[config.mk]
export PLATFORM = sky130hd
export DESIGN_NAME = can_int_gate
export DESIGN_NICKNAME = d
export VERILOG_FILES = /design/src/hw/can_int_gate.v
export VERILOG_INCLUDE_DIRS = /design/src /design/src/hw
export SDC_FILE = /design/constraint.sdc
export NUM_CORES = 1
export LEC_CHECK = 0
export BUFFER_PORTS_ARGS = -buffer_cell sky130_fd_sc_hd__buf_2
export CORE_MARGIN = 2
export CORE_UTILIZATION = 54
export DETAILED_ROUTE_END_ITERATION = 10
export GPL_TIMING_DRIVEN = 0
export PLACE_DENSITY_LB_ADDON = 0.1
export SLEW_MARGIN = 5
export SYNTH_ARGS = -nofsm -noshare
export SYNTH_HDL_FRONTEND = slang
export SYNTH_SLANG_ARGS = --single-unit
[constraint.sdc]
create_clock -name i_clk -period 2.1 [get_ports i_clk]
set_clock_uncertainty 0.15 [all_clocks]
set_input_delay 0.21 -clock i_clk [delete_from_list [all_inputs] [get_ports i_clk]]
set_output_delay 0.21 -clock i_clk [all_outputs]
set_load 0.02 [all_outputs]
[src/hw/can_int_defines.vh]
// Register offsets, field positions, reset values and mode codes for the CAN interrupt gate
`ifndef CAN_INT_DEFINES_VH
`define CAN_INT_DEFINES_VH

// ==========================================================
// Register map (byte offsets on the plain register port)
`define OFS_CAN_INT_ENABLE    4'h0
`define OFS_CAN_INT_PRIORITY  4'h1
`define OFS_CAN_INT_FLAGS     4'h2
`define OFS_TX_BUFFER_INT_EN  4'h3
`define OFS_BUFFER_INT_EN     4'h4
`define OFS_CAN_CONTROL       4'h5
`define OFS_CAN_STATUS        4'h6
`define OFS_FUNC_MODE         4'h7

// ==========================================================
// Bit positions of the enable, priority and flag bytes
`define BIT_INVALID_MSG       7
`define BIT_WAKEUP            6
`define BIT_MODULE_ERROR      5
`define BIT_TX_MASTER         4
`define BIT_TX1               3
`define BIT_TX0               2
`define BIT_RX_MASTER         1
`define BIT_WATERMARK         0

// ==========================================================
// Reset values and masks
`define RST_BYTE              8'h00
`define TX_BUF_EN_MASK        8'h1C
`define ENH_FORCE_MASK        8'hF3
`define MODE1_BIT0_MASK       8'hFE
`define MODE_REQ_MSB          7
`define MODE_REQ_LSB          5

// ==========================================================
// Operating mode codes (three-bit request and status)
`define MODE_STATUS_NORMAL         3'h0
`define MODE_STATUS_SLEEP          3'h1
`define MODE_STATUS_LOOPBACK       3'h2
`define MODE_STATUS_LISTEN         3'h3
`define MODE_STATUS_CONFIG         3'h4

// Functional modes
`define FMODE_0               2'h0
`define FMODE_1               2'h1
`define FMODE_2               2'h2

`endif

[src/hw/can_int_gate.v]
// CAN interrupt enable, priority gating and operating-mode handshake
//
// Local design decisions: the placing of the registers and the strobed register port.

`default_nettype none
`include "can_int_defines.vh"

module can_int_gate #(
   parameter NUM_PROG_BUF = 6                // Programmable buffers
) (
   input  wire                    i_clk,           // System clock, 250 MHz
   input  wire                    i_srst,          // Synchronous reset, active high
   input  wire [3:0]              i_addr,          // Register address
   input  wire [7:0]              i_wdata,         // Write data
   input  wire                    i_wr,            // Write strobe
   input  wire                    i_rd,            // Read strobe
   output reg  [7:0]              o_rdata,         // Read data, cycle after strobe
   input  wire                    i_invalid_msg,   // Invalid message event pulse
   input  wire                    i_wakeup,        // Bus activity event pulse
   input  wire                    i_module_error,  // Module error event pulse
   input  wire [2:0]              i_tx_done,       // Transmit buffer 2..0 done pulses
   input  wire [1:0]              i_rx_done,       // Receive buffer 1..0 received pulses
   input  wire [NUM_PROG_BUF-1:0] i_prog_done,     // Programmable buffer event pulses
   input  wire [NUM_PROG_BUF-1:0] i_prog_is_tx,    // Programmable buffer is transmit
   input  wire                    i_watermark,     // FIFO high watermark level
   input  wire                    i_tx_pending,    // Any transmission still pending
   output wire                    o_irq_high,      // High-priority interrupt request
   output wire                    o_irq_low,       // Low-priority interrupt request
   output wire [2:0]              o_mode_status,   // Operating mode entered
   output wire [1:0]              o_func_mode      // Functional mode
);

   // ==========================================================
   // Registers
   reg  [7:0]              can_int_enable;
   reg  [7:0]              can_int_priority;
   wire [7:0]              can_int_flags;
   reg  [7:0]              tx_buffer_int_enable;
   reg  [7:0]              buffer_int_enable;
   reg  [2:0]              mode_request;
   reg  [2:0]              mode_status;
   reg  [1:0]              func_mode;
   reg                     high_q;
   reg                     low_q;

   wire                    enhanced   = (func_mode == `FMODE_1) || (func_mode == `FMODE_2);
   wire                    mode2      = (func_mode == `FMODE_2);
   wire                    mode1      = (func_mode == `FMODE_1);

   // Mask applied to enable, priority and flag bytes by functional mode
   wire [7:0]              byte_mask  = !enhanced ? 8'hFF :
                                        (mode1 ? (`ENH_FORCE_MASK & `MODE1_BIT0_MASK)
                                               : `ENH_FORCE_MASK);

   wire [7:0]              en_eff     = can_int_enable & byte_mask;
   wire [7:0]              pr_eff     = can_int_priority & byte_mask;

   // ==========================================================
   // Per-buffer sources in Modes 1 and 2
   wire                    tx_master  = en_eff[`BIT_TX_MASTER];
   wire                    rx_master  = en_eff[`BIT_RX_MASTER];
   wire [NUM_PROG_BUF-1:0] prog_en    = buffer_int_enable[7:2];

   // Individual buffer events that survive the per-buffer enables
   wire                    tx_any_ev  = enhanced & tx_master &
                                        ((|(i_tx_done & tx_buffer_int_enable[4:2])) |
                                         (|(i_prog_done & i_prog_is_tx & prog_en)));
   wire                    rx_any_ev  = enhanced & rx_master &
                                        ((|(i_rx_done & buffer_int_enable[1:0])) |
                                         (|(i_prog_done & ~i_prog_is_tx & prog_en)));

   // ==========================================================
   // Flag byte: event sets win over software clear
   reg  [7:0]              set_vec;
   always @* begin
      set_vec = 8'h00;
      set_vec[`BIT_INVALID_MSG]  = i_invalid_msg;
      set_vec[`BIT_WAKEUP]       = i_wakeup;
      set_vec[`BIT_MODULE_ERROR] = i_module_error;
      if (enhanced) begin
         set_vec[`BIT_TX_MASTER] = tx_any_ev;
         set_vec[`BIT_RX_MASTER] = rx_any_ev;
         set_vec[`BIT_WATERMARK] = mode2 & i_watermark;
      end else begin
         set_vec[`BIT_TX_MASTER] = i_tx_done[2];
         set_vec[`BIT_TX1]       = i_tx_done[1];
         set_vec[`BIT_TX0]       = i_tx_done[0];
         set_vec[`BIT_RX_MASTER] = i_rx_done[1];
         set_vec[`BIT_WATERMARK] = i_rx_done[0];
      end
   end

   // ==========================================================
   // Per-source cells: sticky flag, enable gate, priority steering
   // Software write replaces the flag byte; same-cycle events still set
   wire                    flag_wr    = i_wr && (i_addr == `OFS_CAN_INT_FLAGS);
   wire [7:0]              high_vec;
   wire [7:0]              low_vec;

   // Bit 7: invalid message received
   can_irq_cell cell_invalid_msg (
      .i_clk  (i_clk),
      .i_srst (i_srst),
      .i_keep (byte_mask[`BIT_INVALID_MSG]),
      .i_set  (set_vec[`BIT_INVALID_MSG]),
      .i_wr   (flag_wr),
      .i_wbit (i_wdata[`BIT_INVALID_MSG]),
      .i_en   (en_eff[`BIT_INVALID_MSG]),
      .i_prio (pr_eff[`BIT_INVALID_MSG]),
      .o_flag (can_int_flags[`BIT_INVALID_MSG]),
      .o_high (high_vec[`BIT_INVALID_MSG]),
      .o_low  (low_vec[`BIT_INVALID_MSG])
   );

   // Bit 6: bus-activity wake-up
   can_irq_cell cell_wakeup (
      .i_clk  (i_clk),
      .i_srst (i_srst),
      .i_keep (byte_mask[`BIT_WAKEUP]),
      .i_set  (set_vec[`BIT_WAKEUP]),
      .i_wr   (flag_wr),
      .i_wbit (i_wdata[`BIT_WAKEUP]),
      .i_en   (en_eff[`BIT_WAKEUP]),
      .i_prio (pr_eff[`BIT_WAKEUP]),
      .o_flag (can_int_flags[`BIT_WAKEUP]),
      .o_high (high_vec[`BIT_WAKEUP]),
      .o_low  (low_vec[`BIT_WAKEUP])
   );

   // Bit 5: combined module error
   can_irq_cell cell_module_error (
      .i_clk  (i_clk),
      .i_srst (i_srst),
      .i_keep (byte_mask[`BIT_MODULE_ERROR]),
      .i_set  (set_vec[`BIT_MODULE_ERROR]),
      .i_wr   (flag_wr),
      .i_wbit (i_wdata[`BIT_MODULE_ERROR]),
      .i_en   (en_eff[`BIT_MODULE_ERROR]),
      .i_prio (pr_eff[`BIT_MODULE_ERROR]),
      .o_flag (can_int_flags[`BIT_MODULE_ERROR]),
      .o_high (high_vec[`BIT_MODULE_ERROR]),
      .o_low  (low_vec[`BIT_MODULE_ERROR])
   );

   // ==========================================================
   // Mode-dependent sources: meaning follows the functional mode

   // Bit 4: transmit buffer 2, or any transmit buffer in Modes 1/2
   can_irq_cell cell_tx_master (
      .i_clk  (i_clk),
      .i_srst (i_srst),
      .i_keep (byte_mask[`BIT_TX_MASTER]),
      .i_set  (set_vec[`BIT_TX_MASTER]),
      .i_wr   (flag_wr),
      .i_wbit (i_wdata[`BIT_TX_MASTER]),
      .i_en   (en_eff[`BIT_TX_MASTER]),
      .i_prio (pr_eff[`BIT_TX_MASTER]),
      .o_flag (can_int_flags[`BIT_TX_MASTER]),
      .o_high (high_vec[`BIT_TX_MASTER]),
      .o_low  (low_vec[`BIT_TX_MASTER])
   );

   // Bit 3: transmit buffer 1, Mode 0 only
   can_irq_cell cell_tx1 (
      .i_clk  (i_clk),
      .i_srst (i_srst),
      .i_keep (byte_mask[`BIT_TX1]),
      .i_set  (set_vec[`BIT_TX1]),
      .i_wr   (flag_wr),
      .i_wbit (i_wdata[`BIT_TX1]),
      .i_en   (en_eff[`BIT_TX1]),
      .i_prio (pr_eff[`BIT_TX1]),
      .o_flag (can_int_flags[`BIT_TX1]),
      .o_high (high_vec[`BIT_TX1]),
      .o_low  (low_vec[`BIT_TX1])
   );

   // Bit 2: transmit buffer 0, Mode 0 only
   can_irq_cell cell_tx0 (
      .i_clk  (i_clk),
      .i_srst (i_srst),
      .i_keep (byte_mask[`BIT_TX0]),
      .i_set  (set_vec[`BIT_TX0]),
      .i_wr   (flag_wr),
      .i_wbit (i_wdata[`BIT_TX0]),
      .i_en   (en_eff[`BIT_TX0]),
      .i_prio (pr_eff[`BIT_TX0]),
      .o_flag (can_int_flags[`BIT_TX0]),
      .o_high (high_vec[`BIT_TX0]),
      .o_low  (low_vec[`BIT_TX0])
   );

   // Bit 1: receive buffer 1, or any receive buffer in Modes 1/2
   can_irq_cell cell_rx_master (
      .i_clk  (i_clk),
      .i_srst (i_srst),
      .i_keep (byte_mask[`BIT_RX_MASTER]),
      .i_set  (set_vec[`BIT_RX_MASTER]),
      .i_wr   (flag_wr),
      .i_wbit (i_wdata[`BIT_RX_MASTER]),
      .i_en   (en_eff[`BIT_RX_MASTER]),
      .i_prio (pr_eff[`BIT_RX_MASTER]),
      .o_flag (can_int_flags[`BIT_RX_MASTER]),
      .o_high (high_vec[`BIT_RX_MASTER]),
      .o_low  (low_vec[`BIT_RX_MASTER])
   );

   // Bit 0: receive buffer 0, absent in Mode 1, watermark in Mode 2
   can_irq_cell cell_watermark (
      .i_clk  (i_clk),
      .i_srst (i_srst),
      .i_keep (byte_mask[`BIT_WATERMARK]),
      .i_set  (set_vec[`BIT_WATERMARK]),
      .i_wr   (flag_wr),
      .i_wbit (i_wdata[`BIT_WATERMARK]),
      .i_en   (en_eff[`BIT_WATERMARK]),
      .i_prio (pr_eff[`BIT_WATERMARK]),
      .o_flag (can_int_flags[`BIT_WATERMARK]),
      .o_high (high_vec[`BIT_WATERMARK]),
      .o_low  (low_vec[`BIT_WATERMARK])
   );

   // ==========================================================
   // Software-written registers
   always @(posedge i_clk) begin
      if (i_srst) begin
         can_int_enable       <= `RST_BYTE;
         can_int_priority     <= `RST_BYTE;
         tx_buffer_int_enable <= `RST_BYTE;
         buffer_int_enable    <= `RST_BYTE;
         mode_request         <= `MODE_STATUS_CONFIG;
         func_mode            <= `FMODE_0;
      end else if (i_wr) begin
         case (i_addr)
            `OFS_CAN_INT_ENABLE:   can_int_enable   <= i_wdata & byte_mask;
            `OFS_CAN_INT_PRIORITY: can_int_priority <= i_wdata & byte_mask;
            `OFS_TX_BUFFER_INT_EN: if (enhanced) begin
               tx_buffer_int_enable <= i_wdata & `TX_BUF_EN_MASK;
            end
            `OFS_BUFFER_INT_EN:    if (enhanced) begin
               buffer_int_enable <= i_wdata;
            end
            `OFS_CAN_CONTROL:      mode_request <= i_wdata[`MODE_REQ_MSB:`MODE_REQ_LSB];
            `OFS_FUNC_MODE:        if (mode_status == `MODE_STATUS_CONFIG) begin
               func_mode <= (i_wdata[1:0] == 2'h3) ? `FMODE_0 : i_wdata[1:0];
            end
            default: ;
         endcase
      end
   end

   // ==========================================================
   // Mode handshake: status follows request once transmissions drain
   reg [2:0] next_mode_status;
   always @* begin
      next_mode_status = mode_status;
      if (mode_request != mode_status && !i_tx_pending) begin
         next_mode_status = mode_request;
      end
   end

   always @(posedge i_clk) begin
      if (i_srst) begin
         mode_status <= `MODE_STATUS_CONFIG;
      end else begin
         mode_status <= next_mode_status;
      end
   end

   // ==========================================================
   // Interrupt routing
   always @(posedge i_clk) begin
      if (i_srst) begin
         high_q <= 1'b0;
         low_q  <= 1'b0;
      end else begin
         high_q <= |high_vec;
         low_q  <= |low_vec;
      end
   end

   // Registered outputs keep the core's request inputs glitch-free
   assign o_irq_high    = high_q;
   assign o_irq_low     = low_q;
   assign o_mode_status = mode_status;
   assign o_func_mode   = func_mode;

   // ==========================================================
   // Read port
   always @(posedge i_clk) begin
      if (i_srst) begin
         o_rdata <= 8'h00;
      end else if (i_rd) begin
         case (i_addr)
            `OFS_CAN_INT_ENABLE:   o_rdata <= en_eff;
            `OFS_CAN_INT_PRIORITY: o_rdata <= pr_eff;
            `OFS_CAN_INT_FLAGS:    o_rdata <= can_int_flags;
            `OFS_TX_BUFFER_INT_EN: o_rdata <= enhanced ? tx_buffer_int_enable : 8'h00;
            `OFS_BUFFER_INT_EN:    o_rdata <= enhanced ? buffer_int_enable : 8'h00;
            `OFS_CAN_CONTROL:      o_rdata <= {mode_request, 5'h00};
            `OFS_CAN_STATUS:       o_rdata <= {mode_status, 5'h00};
            `OFS_FUNC_MODE:        o_rdata <= {6'h00, func_mode};
            default:               o_rdata <= 8'h00;
         endcase
      end else begin
         o_rdata <= 8'h00;
      end
   end

endmodule // can_int_gate

// ==========================================================
// One interrupt source: sticky flag, enable gate and priority steering
module can_irq_cell #(
   parameter [0:0] RST_FLAG = 1'b0    // Flag value after reset
) (
   input  wire i_clk,                 // System clock
   input  wire i_srst,                // Synchronous reset, active high
   input  wire i_keep,                // Bit exists in the current functional mode
   input  wire i_set,                 // Event sets the flag this cycle
   input  wire i_wr,                  // Software writes the flag byte
   input  wire i_wbit,                // Value written by software
   input  wire i_en,                  // Effective enable bit
   input  wire i_prio,                // Priority bit, 1 steers to the high request
   output reg  o_flag,                // Sticky flag
   output wire o_high,                // Gated request, high side
   output wire o_low                  // Gated request, low side
);

   // A zero enable keeps the flag but silences its request
   wire        req = o_flag & i_en;

   // A set wins over a same-cycle software clear, so no event is lost
   always @(posedge i_clk) begin
      if (i_srst) begin
         o_flag <= RST_FLAG;
      end else if (!i_keep) begin
         // Bit absent in this functional mode is cleared and reads zero
         o_flag <= 1'b0;
      end else if (i_wr) begin
         o_flag <= i_wbit | i_set;
      end else begin
         o_flag <= o_flag | i_set;
      end
   end

   // ==========================================================
   // Steering
   assign o_high = req & i_prio;
   assign o_low  = req & ~i_prio;

endmodule // can_irq_cell

`default_nettype wire

==> metrics.md, run 1 <==
| Metric | Value |
|---|---|
| Startpoint Class | `flop` |
| # IOs | `53` |
| CTS Sinks | `53` |
| # DRC | `0` |
| Crit-path max cell delay | `0.43 ns` |
| Status | `finished, final reports clean` |
| Initial DRT Pass Iterations | `6` |
| CTS root buf | `clkbuf_8` |
| Ys async rst share | `0%` |
| Die span in x | `73.3 µm` |
| Slew @ Worst Pin | `0.577 ns` |
| Final setup vio count | `0` |
| Syn_nets | `348` |
| Req. time, crit path | `2.13 ns` |
| Total track usage | `29.2%` |
| Final hold violations | `0` |
| Worst path slowest cell | `dfxtp_1` |
| Register area share after synthesis | `40.9%` |
| Syn_area_per_cell | `8.41 µm²` |
| Max-Cap Viols | `0` |
| CP Max Fanout | `10` |
| Final slew viol count | `0` |
| Area of the die | `0.00537 mm²` |
| Fillers | `424` |
| Fin cells | `425` |
| Cells after Synth | `308` |
| Initial Utilization | `55.6%` |
| Vias in the first global route | `2378` |
| Synth warn | `0` |
| DR vias/cell | `6.23` |
| Setup repair after global routing missed its margin | `no` |
| Syn Std Cell Area | `0.00259 mm²` |
| Worst Hold Class | `in2reg` |
| DP Cell Count | `413` |
| PD cells | `605 mW/mm²` |
| WL per Instance | `17.5 µm` |
| M1 GR Usage | `39.4%` |
| Post-DP HPWL | `5550 µm` |
| CTS tree | `built` |
| Post-synth top flop | `dfxtp_1` |
| GRT busiest layer | `met2` |
| Die Height | `73.3 µm` |
| Layout cells sized above 1 | `19.4%` |
| Leak | `0.00128 µW` |
| TNS Setup | `0 ns` |
| Worst-path clk slew | `0.09 ns` |
| Detailed Route WL | `7420 µm` |
| Dpl ws | `-0.211 ns` |
| Final WS setup | `0.0962 ns` |
| Final ANT Viol Nets | `0` |
| GPL Wtd Cong | `0.886` |
| Worst Path Buf+Inv | `3` |
| Fmax | `0.499 GHz` |
| Yosys reg bits | `53` |
| First-pass GRT wire length | `11800 µm` |
| Critical Path, Cell by Cell | `inv_1 > ha_2 > inv_2 > and3_1 > buf_2 > a22oi_1 > a21oi_1` |
| Most frequent cells in the layout | `buf_2 (56), dfxtp_1 (53), nand2_1 (41)` |
| Crit path kind | `reg2reg` |
| Area grow syn2layout | `18.1%` |
| Worst-case clock buffer depth | `2` |
| CP arrival | `2.03 ns` |
| DR iter-0 viols | `333` |
| Rel. slew slack | `61.4%` |
| Yosys cell types | `46` |
| Antenna Cells | `0` |
| CTS Buf Count | `5` |
| Layout net count | `410` |
| Pin count of the biggest net entering global routing | `17` |
| Congestion Overflow GR | `0` |
| Fin util | `65.6%` |
| Met2 Usage GRT | `47.0%` |
| Fin crit period | `2.00 ns` |
| Worst vdd ir | `0.519 mV` |
| CTS H-tree depth | `2` |
| Final critical-path share of the clock period | `95.4%` |
| IO buf count | `51` |
| Crit path capture type | `flop` |
| Rows | `25` |
| Core Area | `0.00466 mm²` |
| Clock Latency Late Sink | `0.32 ns` |
| Met3 Usage GRT | `4.66%` |
| CP delay by family, top | `flip-flops` |
| Initial antenna violation count | `0` |
| Commonest non-fill, non-tap cell in the layout | `buf_2` |
| Post-synth EDFFs | `0` |
| Vias post-DR | `2646` |
-- cell usage after synthesis (2+ instances only) --
library cell | count | area (µm²)
a222oi_1 | 4 | 40.0
a21oi_1 | 31 | 155
a211o_1 | 2 | 17.5
and3_1 | 4 | 25.0
a31oi_1 | 3 | 18.8
nand3_1 | 31 | 155
nor2b_1 | 7 | 43.8
inv_1 | 10 | 37.5
dfxtp_1 | 53 | 1060
clkbuf_1 | 9 | 33.8
nand2_1 | 41 | 154
nand2b_1 | 2 | 12.5
o22a_1 | 3 | 26.3
ha_1 | 2 | 25.0
a22o_1 | 5 | 43.8
o22ai_1 | 3 | 18.8
mux2_1 | 2 | 22.5
buf_1 | 2 | 7.51
a32oi_1 | 3 | 26.3
nand4_1 | 6 | 37.5
nor2_1 | 25 | 93.8
nand3b_1 | 3 | 22.5
nor4_1 | 2 | 12.5
a2bb2oi_1 | 3 | 26.3
mux2i_1 | 26 | 260
a22oi_1 | 2 | 15.0
buf_2 | 5 | 25.0
-- where the power goes --
part           internal [µW]  switching, µW  leakage [µW]  total [µW]
Sequential              1020           21.3      0.000430        1050
Combinational           80.3            117      0.000795         197
Clock                    268            342     0.0000512         610
-- registers in the layout, summed over array words and instances, names as in the netlist --
register	cells
buffer_int_enable	8
can_int_enable	8
can_int_priority	8
o_rdata	8
mode_request	3
o_mode_status	3
tx_buffer_int_enable	3
o_func_mode	2
cell_invalid_msg.o_flag	1
cell_module_error.o_flag	1
cell_rx_master.o_flag	1
cell_tx0.o_flag	1
cell_tx1.o_flag	1
cell_tx_master.o_flag	1
cell_wakeup.o_flag	1
cell_watermark.o_flag	1
o_irq_high	1
o_irq_low	1
-- worst reg2reg max path: stages, from the launching register on --
cell and delay (ns):
dfxtp_1 0.43, inv_1 0.07, ha_2 0.43, inv_2 0.11, and3_1 0.17, buf_2 0.19, a22oi_1 0.21, a21oi_1 0.10
-- worst paths after layout --
| kind | cells past startpoint | slack [ns] | startpoint | to |
|---|---|---|---|---|
| worst max-delay path | 7 | 0.1 | o_func_mode[0] | o_rdata[1] |
| worst max register to register | 7 | 0.1 | o_func_mode[0] | o_rdata[1] |
| worst min register to register | 2 | 0.35 | can_int_enable[2] | can_int_enable[2] |
| worst min-delay path | 3 | 0.01 | i_rd | o_rdata[0] |
-- final cells by class --
class	instances	area, µm²	area share, %
sequential	53	1060	34.7
clock buffer	6	82.6	2.70
multi-input combinational	228	1420	46.3
tap	54	67.6	2.21
clock inverter	2	13.8	0.450
inverter	10	37.5	1.23
buffer	16	73.8	2.41
timing repair buffer	56	305	9.98
-- per-layer routing --
layer  up-vias  wire, µm
li1       1240         -
met1      1270      3020
met2       117      3650
met3        19       579
met4         0       174
met5         -         0
-- stage by stage --
| step | hold WS [ns] | instance area [µm²] | total power [µW] |
|---|---|---|---|
| 2_1_floorplan | 0.138 | 2590 | 1160 |
| 3_3_place_gp | 0.294 | 2910 | 1250 |
| 3_5_place_dp | 0.303 | 2910 | 1250 |
| 4_1_cts | 0.00579 | 3060 | 1850 |
| 5_1_grt | 0.0255 | 3060 | 1910 |
| 6_report | 0.00998 | 3060 | 1850 |
-- repair_timing --
| action | in CTS | in global routing |
|---|---|---|
| endpoints found under the setup margin | 16 | 7 |
| hold buffers | 5 | 0 |
| endpoints found under the hold margin | 5 | 0 |
| gates resized for setup | 1 | 1 |
| setup buffers | 0 | 0 |
-- logic make-up (layout without fill, tap and decap cells) --
logic type	count (synthesis)	in the layout	synth area share, %
compound gates	67	67	17.8
fa+ha+maj	2	2	0.966
buf+inv	27	90	4.44
flops	53	53	40.9
mux	29	29	11.3
simple gates	130	130	24.5
Power figures use the tool's default switching activity.
==> inputs of run 2 (changes only) <==
==> constraint.sdc (replaced) <==
create_clock -name i_clk -period 2.1 [get_ports i_clk]
set_clock_uncertainty 0.15 [all_clocks]
set_input_delay 0.21 -clock i_clk [delete_from_list [all_inputs] [get_ports i_clk]]
set_output_delay 0.21 -clock i_clk [all_outputs]
set_load 0.1 [all_outputs]
==> metrics.md, run 2 (synthesis gave the netlist of run 1 again) <==
| Metric | Value |
|---|---|
| Worst Path Buf+Inv | `3 (unchanged)` |
| IO buf count | `51 (unchanged)` |
| Reg-to-Reg End | `o_rdata[1]` |
| Antenna Cells | `0 (unchanged)` |
| Vias post-DR | `2626 (-0.76%)` |
| Crit-path max cell delay | `0.41 ns (-0.02 ns)` |
| Most frequent CP cell | `inv_1` |
| Core Area | `0.00466 mm² (unchanged)` |
| Initial antenna violation count | `0 (unchanged)` |
| Worst-path clk slew | `0.09 ns (about the same)` |
| Final critical-path share of the clock period | `96.1% (+0.71 points)` |
| CTS root buf | `clkbuf_8` |
| Layout cells sized above 1 | `19.5% (+0.052 points)` |
| Die span in x | `73.3 µm (unchanged)` |
| DR iter-0 viols | `275 (-17%)` |
| Final slew viol count | `0 (unchanged)` |
| Final ANT Viol Nets | `0 (unchanged)` |
| Clock network fraction of total power | `32.5% (-0.4 points)` |
| Rel. slew slack | `62.7% (+1.3 points)` |
| Critical Path, Cell by Cell | `inv_1 > ha_2 > inv_1 > and3_1 > buf_2 > a22oi_1 > a21oi_1` |
| Hold endpoint | `o_rdata[0]` |
| DP Cell Count | `413 (unchanged)` |
| # DRC | `0 (unchanged)` |
| FF+latch area | `0.00107 mm² (+0.47%)` |
| WL per Instance | `17.3 µm (-0.82%)` |
| R2r startpoint | `o_func_mode[0]` |
| Post-DP HPWL | `5480 µm (-1.4%)` |
| CP startpoint | `o_func_mode[0]` |
| CTS tree | `built` |
| Total track usage | `28.7% (-0.48 points)` |
| Startpoint Class | `flop` |
| Initial Utilization | `55.6% (unchanged)` |
| Setup repair after global routing missed its margin | `no` |
| Layout net count | `410 (unchanged)` |
| Die Height | `73.3 µm (unchanged)` |
| Leak | `0.00127 µW (-0.32%)` |
| Detailed Route WL | `7340 µm (-1.1%)` |
| Fillers | `432 (+1.9%)` |
| Vias in the first global route | `2376 (-0.084%)` |
| # Post-CTS Setup Buffers | `0 (unchanged)` |
| Worst path slowest cell | `ha_2` |
| Most frequent cells in the layout | `buf_2 (56), dfxtp_1 (51), nand2_1 (41)` |
| Clock Latency Late Sink | `0.31 ns (about the same)` |
| Multi-input gate area | `0.00142 mm² (unchanged)` |
| DR vias/cell | `6.19 (-0.52%)` |
| # IOs | `53 (unchanged)` |
| Crit path kind | `reg2reg` |
| Area grow syn2layout | `18.0% (about the same)` |
| Switching share of power | `26.6% (+0.72 points)` |
| Psw | `495 µW (+3.2%)` |
| PD cells | `608 mW/mm² (+0.47%)` |
| Fin crit period | `2.02 ns (+0.0150 ns)` |
| Final setup vio count | `0 (unchanged)` |
| Final hold violations | `0 (unchanged)` |
| CP delay by family, top | `adder cells` |
| CP Max Fanout | `10 (unchanged)` |
| Fin cells | `424 (-0.24%)` |
| Gate power share | `11.4% (+0.8 points)` |
| Worst vdd ir | `0.429 mV (-17%)` |
| Final WS setup | `0.0812 ns (-0.0150 ns)` |
| GPL Wtd Cong | `0.912 (+2.8%)` |
| CTS H-tree depth | `2 (unchanged)` |
| TNS Setup | `0 ns (unchanged)` |
| Commonest non-fill, non-tap cell in the layout | `buf_2` |
| Slew @ Worst Pin | `0.558 ns (-0.0189 ns)` |
| Max-Cap Viols | `0 (unchanged)` |
| Pint | `1360 µW (-0.55%)` |
| Req. time, crit path | `2.13 ns (about the same)` |
| Fmax | `0.495 GHz (-0.74%)` |
| Dpl ws | `-0.106 ns (+0.105 ns)` |
| Crit path capture type | `flop` |
| Hold depth | `3 (unchanged)` |
| Worst Hold Class | `in2reg` |
| Rows | `25 (unchanged)` |
| Congestion Overflow GR | `0 (unchanged)` |
| Initial DRT Pass Iterations | `5 (-1)` |
| Worst-case clock buffer depth | `2 (unchanged)` |
| First-pass GRT wire length | `11600 µm (-0.94%)` |
| Status | `finished, final reports clean` |
| Area of the die | `0.00537 mm² (unchanged)` |
| CP arrival | `2.05 ns (+0.02 ns)` |
| Hold Crit Start | `i_rd` |
| R2r setup slk | `0.08 ns (-0.02 ns)` |
| Worst Hold Slack | `0.0156 ns (+0.00566 ns)` |
| Pin count of the biggest net entering global routing | `16 (-1)` |
| Reg2reg path depth | `7 (unchanged)` |
| CTS Buf Count | `5 (unchanged)` |
| CTS Sinks | `53 (unchanged)` |
| Sequential cell fraction of total power | `56.1% (-0.3 points)` |
[run 2: cell types whose count changed in the layout (fill, tap and decap cells not counted), sizes merged]
cell	before	now
clkinv	2	0
clkinvlp	0	1
[run 2: worst max-delay path by stage]
stage,endpoint,slack [ns],cells past startpoint
3_5_place_dp,o_rdata[1],-0.11,8
4_1_cts,o_rdata[1],0.01,7
3_3_place_gp,o_rdata[1],-0.11,8
6_report,o_rdata[1],0.08,7
2_1_floorplan,o_rdata[0],0.008,6
5_1_grt,o_rdata[1],0.008,7
[run 2: what timing repair did]
item                                    4_1_cts  5_1_grt
gates resized for setup                       0        1
hold endpoints to repair                      5        0
endpoints found under the setup margin        1        2
cloned                                        0        0
hold buffers                                  5        0
[run 2: cell type report]
type                            count  share of cell area [%]
Clock inverter                      1                   0.245
Buffer                             16                    2.41
Tap cell                           54                    2.21
Timing Repair Buffer               56                    9.98
Clock buffer                        6                    2.70
Inverter                           10                    1.23
Multi-Input combinational cell    228                    46.4
Sequential cell                    53                    34.9
[run 2: tightest hold or removal path, cell delays in order]
cell and delay (ns):
buf_2 0.09, inv_1 0.08, a2111oi_2 0.05
[run 2: power groups by stage]
stage / clock [µW] / sequential [µW] / combinational (µW)
finish: 604 / 1040 / 212
CTS: 602 / 1040 / 209
detailed placement: 0 / 1070 / 201
global route: 638 / 1050 / 230
global placement: 0 / 1060 / 199
floorplan: 0 / 1080 / 96.9
[run 2: layer usage]
layer  GRT usage (%)  part of all wire, %
met5               0                    0
met4            9.88                  1.8
met3            5.08                  7.3
met2            47.1                   48
met1            38.0                   42
[run 2: per-stage QoR]
step           utilization, %  cell area, µm²  total power (µW)
3_5_place_dp             62.6            2920              1270
4_1_cts                  65.6            3060              1850
3_3_place_gp             62.6            2920              1260
6_report                 65.6            3060              1860
2_1_floorplan               -            2600              1180
5_1_grt                  65.6            3060              1910
